==> config.mk <==
export PLATFORM = sky130hd
export DESIGN_NAME = pulse_count_switch_control
export DESIGN_NICKNAME = d
export VERILOG_FILES = /design/src/pulse_switch_pkg.sv /design/src/level_timer.sv /design/src/pulse_count_switch_control.sv
export SDC_FILE = /design/constraint.sdc
export NUM_CORES = 1
export LEC_CHECK = 0
export BUFFER_PORTS_ARGS = -buffer_cell sky130_fd_sc_hd__buf_2
export CAP_MARGIN = 5
export CORE_MARGIN = 2
export CORE_UTILIZATION = 65
export CTS_CLUSTER_SIZE = 16
export DETAILED_ROUTE_END_ITERATION = 8
export GPL_ROUTABILITY_DRIVEN = 0
export PLACE_DENSITY = 0.83
export SYNTH_ARGS = -nofsm -noshare
export SYNTH_HDL_FRONTEND = slang
export SYNTH_SLANG_ARGS = --single-unit
export TNS_END_PERCENT = 10
==> constraint.sdc <==
create_clock -name clk -period 3.5 [get_ports clk]
set_clock_uncertainty 0.2 [all_clocks]
set_input_delay 0.7 -clock clk [delete_from_list [all_inputs] [get_ports clk]]
set_output_delay 0.7 -clock clk [all_outputs]
set_load 0.005 [all_outputs]
==> src/pulse_switch_pkg.sv <==
// Constants and state types shared by the pulse-counting switch controller.
package pulse_switch_pkg;
  localparam int  CLK_MHZ            = 200;
  localparam int  LATCH_TIMEOUT_US   = 500;
  localparam int  OFF_TIMEOUT_US     = 500;
  localparam int  TURN_ON_MAX_NS     = 2700;
  localparam int  LATCH_TIMEOUT_CYC  = LATCH_TIMEOUT_US * CLK_MHZ;
  localparam int  OFF_TIMEOUT_CYC    = OFF_TIMEOUT_US * CLK_MHZ;
  localparam int  TURN_ON_MAX_CYC    = (TURN_ON_MAX_NS * CLK_MHZ) / 1000;
  localparam int  TIMER_W            = 20;
  localparam int  CHANNELS_DEFAULT   = 3;

  typedef enum logic [1:0] {
    ST_SHUTDOWN,
    ST_COUNT_HIGH,
    ST_COUNT_LOW,
    ST_LATCHED
  } link_state_type;
endpackage

==> src/level_timer.sv <==
// Counter that flags when a level has held for a programmable number of cycles.
`timescale 1ns/1ps
module level_timer
  import pulse_switch_pkg::*;
#(
  parameter int WIDTH = TIMER_W
) (
  // Clock and reset
  input  wire logic             clk,
  input  wire logic             srst,
  // Control
  input  wire logic             restart,
  input  wire logic [WIDTH-1:0] limit,
  // Status
  output logic                  expired
);
  typedef struct packed {
    logic [WIDTH-1:0] count;
    logic             done;
  } timer_state_type;

  timer_state_type s_q;
  timer_state_type s_d;

  always_comb begin
    s_d = s_q;
    if (restart) begin
      s_d.count = '0;
      s_d.done  = 1'b0;
    end else if (!s_q.done) begin
      s_d.count = s_q.count + 1'b1;
      if (s_q.count + 1'b1 >= limit) begin
        s_d.done = 1'b1;
      end
    end
  end

  always_ff @(posedge clk) begin
    if (srst) begin
      s_q <= '0;
    end else begin
      s_q <= s_d;
    end
  end

  assign expired = s_q.done;
endmodule

==> src/pulse_count_switch_control.sv <==
// Single-wire pulse-counting controller for a bank of low-side load switches.
//
// How it works
// - Each rising edge of the control line after the first one after shutdown adds one to the pulse counter.
// - With three channels the counter has 8 states and wraps after 8 pulses.
// - With six channels the counter decodes into 64 states, one per output combination.
// - A switch is on exactly where the matching bit of the pulse count minus one is zero.
// - The first rising edge after shutdown enables the device and selects all switches on.
// - The counted state is applied once the line has stayed high for the latch timeout.
// - Pulses are counted correctly at toggle rates up to 1 MHz.
// - A new switch turns on only after latch timeout expiry and within 2.7 us of it.
// - A switch that is on pulls its load pin to ground and one that is off leaves it open.
// - After the line has been low for the off timeout the device shuts down.
// - While shut down every switch is held open regardless of the last latched pattern.
`timescale 1ns/1ps
module pulse_count_switch_control
  import pulse_switch_pkg::*;
#(
  parameter int CHANNELS  = CHANNELS_DEFAULT,
  parameter int LATCH_CYC = LATCH_TIMEOUT_CYC,
  parameter int OFF_CYC   = OFF_TIMEOUT_CYC
) (
  // Clock and reset
  input  wire logic                clk,
  input  wire logic                srst,
  // Control line from the host
  input  wire logic                ctrl_line,
  // Load switches, output enable high means the drain is pulled to ground
  output logic [CHANNELS-1:0]      load_drain_out,
  output logic [CHANNELS-1:0]      load_drain_oe,
  // Status
  output logic                     enabled,
  output logic [CHANNELS-1:0]      switch_on
);
  typedef struct packed {
    logic                sync1;
    logic                sync2;
    logic                prev;
    link_state_type      state;
    logic [CHANNELS-1:0] count;
    logic [CHANNELS-1:0] latched;
    logic                en;
  } ctrl_state_type;

  ctrl_state_type s_q;
  ctrl_state_type s_d;
  logic           rise;
  logic           fall;
  logic           high_expired;
  logic           low_expired;
  logic           high_restart;
  logic           low_restart;

  // Switch pattern for a count that already holds n-1 is simply its inverse.
  function automatic logic [CHANNELS-1:0] decode_pattern(input logic [CHANNELS-1:0] cnt_m1);
    decode_pattern = ~cnt_m1;
  endfunction

  ////////////////////////////////////////////////////////////////////////////
  // The synchroniser costs two cycles of latency, far below the 50 ns minimum high time.
  assign rise = s_q.sync2 && !s_q.prev;
  assign fall = !s_q.sync2 && s_q.prev;
  assign high_restart = !s_q.sync2 || rise;
  assign low_restart  = s_q.sync2 || fall;

  level_timer #(.WIDTH(TIMER_W)) u_high_timer (
    .clk     (clk),
    .srst    (srst),
    .restart (high_restart),
    .limit   (TIMER_W'(LATCH_CYC)),
    .expired (high_expired)
  );

  level_timer #(.WIDTH(TIMER_W)) u_low_timer (
    .clk     (clk),
    .srst    (srst),
    .restart (low_restart),
    .limit   (TIMER_W'(OFF_CYC)),
    .expired (low_expired)
  );

  ////////////////////////////////////////////////////////////////////////////
  always_comb begin
    s_d       = s_q;
    s_d.sync1 = ctrl_line;
    s_d.sync2 = s_q.sync1;
    s_d.prev  = s_q.sync2;
    case (s_q.state)
      ST_SHUTDOWN: begin
        if (rise) begin
          s_d.en    = 1'b1;
          s_d.count = '0;
          s_d.state = ST_COUNT_HIGH;
        end
      end
      ST_COUNT_HIGH, ST_LATCHED: begin
        if (fall) begin
          s_d.state = ST_COUNT_LOW;
        end else if (high_expired && s_q.state == ST_COUNT_HIGH) begin
          s_d.latched = decode_pattern(s_q.count);
          s_d.state   = ST_LATCHED;
        end
      end
      ST_COUNT_LOW: begin
        if (rise) begin
          s_d.count = s_q.count + 1'b1;
          s_d.state = ST_COUNT_HIGH;
        end else if (low_expired) begin
          s_d.en      = 1'b0;
          s_d.latched = '0;
          s_d.state   = ST_SHUTDOWN;
        end
      end
      default: begin
        s_d.state = ST_SHUTDOWN;
      end
    endcase
  end

  always_ff @(posedge clk) begin
    if (srst) begin
      s_q <= '0;
    end else begin
      s_q <= s_d;
    end
  end

  ////////////////////////////////////////////////////////////////////////////
  // Outputs keep the previous pattern through a new pulse train until it latches.
  // The pattern register is cleared on shutdown, so the switches hang straight off a flip-flop.
  assign switch_on      = s_q.latched;
  assign load_drain_out = '0;
  assign load_drain_oe  = switch_on;
  assign enabled        = s_q.en;

  ////////////////////////////////////////////////////////////////////////////
  // Turn-on bound in clock cycles; the latch itself lands one cycle after expiry.
  localparam int TURN_ON_LIMIT = TURN_ON_MAX_CYC;

  property p_latch_apply;
    @(posedge clk) disable iff (srst)
      (s_q.state == ST_COUNT_HIGH && high_expired && !fall) |=> (switch_on == ~$past(s_q.count));
  endproperty
  a_latch_apply: assert property (p_latch_apply) else $error("latched pattern wrong");

  property p_first_rise_all_on;
    @(posedge clk) disable iff (srst)
      (s_q.state == ST_SHUTDOWN && rise) |=> (s_q.count == '0 && s_q.en);
  endproperty
  a_first_rise_all_on: assert property (p_first_rise_all_on) else $error("first edge not all on");

  property p_count_step;
    @(posedge clk) disable iff (srst)
      (s_q.state == ST_COUNT_LOW && rise) |=> (s_q.count == $past(s_q.count) + 1'b1);
  endproperty
  a_count_step: assert property (p_count_step) else $error("counter did not advance");

  property p_wrap;
    @(posedge clk) disable iff (srst)
      (s_q.state == ST_COUNT_LOW && rise && s_q.count == '1) |=> (s_q.count == '0);
  endproperty
  a_wrap: assert property (p_wrap) else $error("counter did not wrap");

  property p_shutdown_open;
    @(posedge clk) disable iff (srst)
      !s_q.en |-> (load_drain_oe == '0);
  endproperty
  a_shutdown_open: assert property (p_shutdown_open) else $error("switch closed while disabled");

  property p_off_timeout;
    @(posedge clk) disable iff (srst)
      (s_q.state == ST_COUNT_LOW && low_expired && !rise) |=> (!s_q.en && s_q.state == ST_SHUTDOWN);
  endproperty
  a_off_timeout: assert property (p_off_timeout) else $error("no shutdown after off timeout");

  property p_no_early_change;
    @(posedge clk) disable iff (srst)
      (s_q.en && $past(s_q.en) && !$past(high_expired)) |-> $stable(switch_on);
  endproperty
  a_no_early_change: assert property (p_no_early_change) else $error("outputs changed before timeout");

  property p_drain_ground;
    @(posedge clk) disable iff (srst)
      (load_drain_oe == switch_on) && (load_drain_out == '0);
  endproperty
  a_drain_ground: assert property (p_drain_ground) else $error("drain drive wrong");

  property p_turn_on_bound;
    @(posedge clk) disable iff (srst)
      (s_q.state == ST_COUNT_HIGH && high_expired && !fall) |-> ##[1:TURN_ON_LIMIT] (switch_on == ~s_q.count);
  endproperty
  a_turn_on_bound: assert property (p_turn_on_bound) else $error("pattern late after latch timeout");

  // Only a rising edge may move the counter, so a long high or low phase leaves the count alone.
  property p_count_hold;
    @(posedge clk) disable iff (srst)
      !rise |=> $stable(s_q.count);
  endproperty
  a_count_hold: assert property (p_count_hold) else $error("counter moved without an edge");

  property p_enable_on_edge;
    @(posedge clk) disable iff (srst)
      (!s_q.en && !rise) |=> !s_q.en;
  endproperty
  a_enable_on_edge: assert property (p_enable_on_edge) else $error("enabled without a rising edge");

  property p_stay_on_high;
    @(posedge clk) disable iff (srst)
      (s_q.en && s_q.sync2) |=> s_q.en;
  endproperty
  a_stay_on_high: assert property (p_stay_on_high) else $error("shut down while line high");

  c_latch:    cover property (@(posedge clk) disable iff (srst) s_q.state == ST_LATCHED);
  c_wrap:     cover property (@(posedge clk) disable iff (srst) s_q.count == '1 ##1 s_q.count == '0);
  c_shutdown: cover property (@(posedge clk) disable iff (srst) $fell(s_q.en));
  // A second train on top of a latched pattern, which keeps counting instead of starting over.
  c_reseq:    cover property (@(posedge clk) disable iff (srst)
                s_q.state == ST_COUNT_LOW && rise && s_q.latched != '0);
endmodule

==> impl_metrics.json <==
{
  "period_share": 0.688,
  "cts_hold_buf": 0,
  "worstReg2RegStart": "u_high_timer.s_q[1]",
  "antenna_found_initial": 0,
  "crit_type": "flop to flop",
  "num_rows": 24,
  "rsz0062_at_grt": "no",
  "grt_pass1_wl_microns": 9760,
  "crit_start": "u_high_timer.s_q[1]",
  "tightestPinTransition_ps": 705,
  "dp_cells": 401,
  "synthToLayoutAreaGrowth_pct": 2.04,
  "drc": 0,
  "clk_pin_slew_ps": 100,
  "drtIter0Drc": 250,
  "required_ps": 3490,
  "r2r-end": "u_high_timer.expired",
  "synthTopCellsByCount": "nor2_1, dfxtp_1, nand2_1, xor2_1, nand3_1",
  "synth_area_sq_mm": 0.00300,
  "final.setup.tns_ps": 0,
  "initial_core_util": 0.684,
  "cts_setup_buffers": 0,
  "ir_drop_uv": 204,
  "synth_cells": 364,
  "grt_pass1_vias": 2252,
  "cts_sinks": 54,
  "m1WireLength_microns": 2550,
  "reg2reg_setup_slack_ps": 1090,
  "synth_top_area_frac": 0.361,
  "cp-start-kind": "flop",
  "seq_area_frac_synth": 0.361,
  "crit_path_end_kind": "flop",
  "synth_area_leaders": "dfxtp_1, nor2_1, xor2_1",
  "n_antenna_cell": 0,
  "wl_met2_microns": 2640,
  "die_area_sq_mm": 0.00517,
  "grtUsageTotal": 0.233,
  "nets": 363,
  "drt-total-wl_microns": 5500,
  "holdCritPathClass": "flop to flop",
  "slew_viol_final": 0,
  "die_width_microns": 71.9,
  "h-tree-depth": 2,
  "die_h_microns": 71.9,
  "drv_cap": 0,
  "crit_fanout": 7,
  "wl_met3_microns": 184,
  "leakage_nw": 1.05,
  "dp_slack_ps": 1140,
  "multi_input_area_sq_mm": 0.00174,
  "relSlewSlack": 0.530,
  "hold_viol": 0,
  "finalSetupViolCount": 0,
  "highest_layer": "met4",
  "ys_warn_count": 0,
  "avgViaCountPerCell": 6.00,
  "seqCellArea_sq_mm": 0.00108,
  "grt-ovfl-total": 0,
  "cts_made_buffers": 5,
  "antenna_left": 0,
  "root_buffer": "clkbuf_8",
  "async_flop_share": 0,
  "fillers": 357,
  "synth_edf_count": 0,
  "yosysTopAreaCell": "dfxtp_1",
  "grt_max_degree": 22,
  "vias": 2456,
  "synth_seq_cells": 54,
  "crit_end": "u_high_timer.expired",
  "drive_gt1_frac": 0.0896,
  "clock_path_buffers": 2,
  "min_period_ps": 2410,
  "dp_hpwl_microns": 3930,
  "core_sq_mm": 0.00438,
  "power_density_mw_per_mm2": 333,
  "ios": 13,
  "outcome": "completed",
  "synth_ff_type": "dfxtp_1",
  "wl_per_cell_microns": 13.4,
  "dr.pass1.iters": 4,
  "setup_slack_ps": 1090,
  "post_cts_resized": 0,
  "yosysMostFrequentCell": "nor2_1",
  "insertion_delay_ps": 310,
  "cts_tree": "built",
  "ys_types": 59,
  "critPathArrivalTime_ps": 2400,
  "r2r.worst_path.cells": 7,
  "syn-mean-instance-area_sq_um": 8.24,
  "io_buffers": 9,
  "max_freq_mhz": 416,
  "fin_cells": 409
}
==> routing by layer <==
metal,up-vias,track usage
met5,-,0
met3,15,0.0417
li1,1257,-
met2,49,0.400
met1,1135,0.289
met4,0,0.0964
==> cells in the final DEF (no fill, tap or decap), types with 10 or more instances in the layout <==
master / instances
nor3_1: 10
o21ai_0: 11
nand4_1: 11
dfxtp_1: 54
nand2_1: 26
nand3_1: 19
xnor2_1: 16
nor2_1: 57
xor2_1: 21
a21oi_1: 17
==> registers in the layout (all words and copies together), names as in the netlist <==
signal,flops
s_d,2
u_low_timer.expired,1
u_high_timer.expired,1
load_drain_oe,3
u_low_timer.s_q,20
enabled,1
s_q,6
u_high_timer.s_q,20
==> worst min path at each step <==
stage	cells past startpoint	endpoint	start
after global routing	1	s_d[9]	s_d[10]
after global placement	1	s_d[9]	s_d[10]
after CTS	1	s_d[9]	s_d[10]
final	1	s_d[9]	s_d[10]
after detailed placement	1	s_d[9]	s_d[10]
after floorplan	1	s_d[9]	s_d[10]
==> report_power, final <==
| group | internal, W | leakage, nW | total, W | switching [W] |
|---|---|---|---|---|
| Clock | 0.000163 | 0.0478 | 0.000366 | 0.000203 |
| Combinational | 0.00000856 | 0.570 | 0.0000242 | 0.0000156 |
| Sequential | 0.000620 | 0.436 | 0.000629 | 0.00000849 |
==> cell families after synthesis <==
logic type | Yosys count | share of synthesized area
other cells | 1 | 0.00125
mux | 4 | 0.0134
flops | 54 | 0.361
fa+ha+maj | 4 | 0.0167
buf+inv | 35 | 0.0630
xor+xnor | 37 | 0.108
simple gates | 170 | 0.303
compound gates | 59 | 0.134
==> stage by stage <==
| stage | utilization | hold slack (ps) | total power, W | cell area, sq um |
|---|---|---|---|---|
| 3_5_place_dp | 0.675 | 243 | 0.000667 | 2960 |
| 2_1_floorplan | - | 214 | 0.000662 | 3010 |
| 5_1_grt | 0.698 | 290 | 0.00106 | 3060 |
| 4_1_cts | 0.698 | 266 | 0.00103 | 3060 |
| 6_report | 0.698 | 260 | 0.00102 | 3060 |
| 3_3_place_gp | 0.675 | 232 | 0.000666 | 2960 |
==> critical path, stage by stage (launching register included) <==
cell,delay (ps)
dfxtp_1,440
ha_1,310
nand3_2,120
or2_0,390
nor3_4,260
xnor2_1,110
a2111oi_1,350
a21oi_1,120
==> cell type report <==
| cell class | count | area share |
|---|---|---|
| Clock buffer | 6 | 0.0270 |
| Inverter | 9 | 0.0110 |
| Timing Repair Buffer | 9 | 0.0147 |
| Sequential cell | 54 | 0.353 |
| Tap cell | 52 | 0.0213 |
| Clock inverter | 2 | 0.00532 |
| Multi-Input combinational cell | 277 | 0.567 |
(Power assumes the default switching activity.)
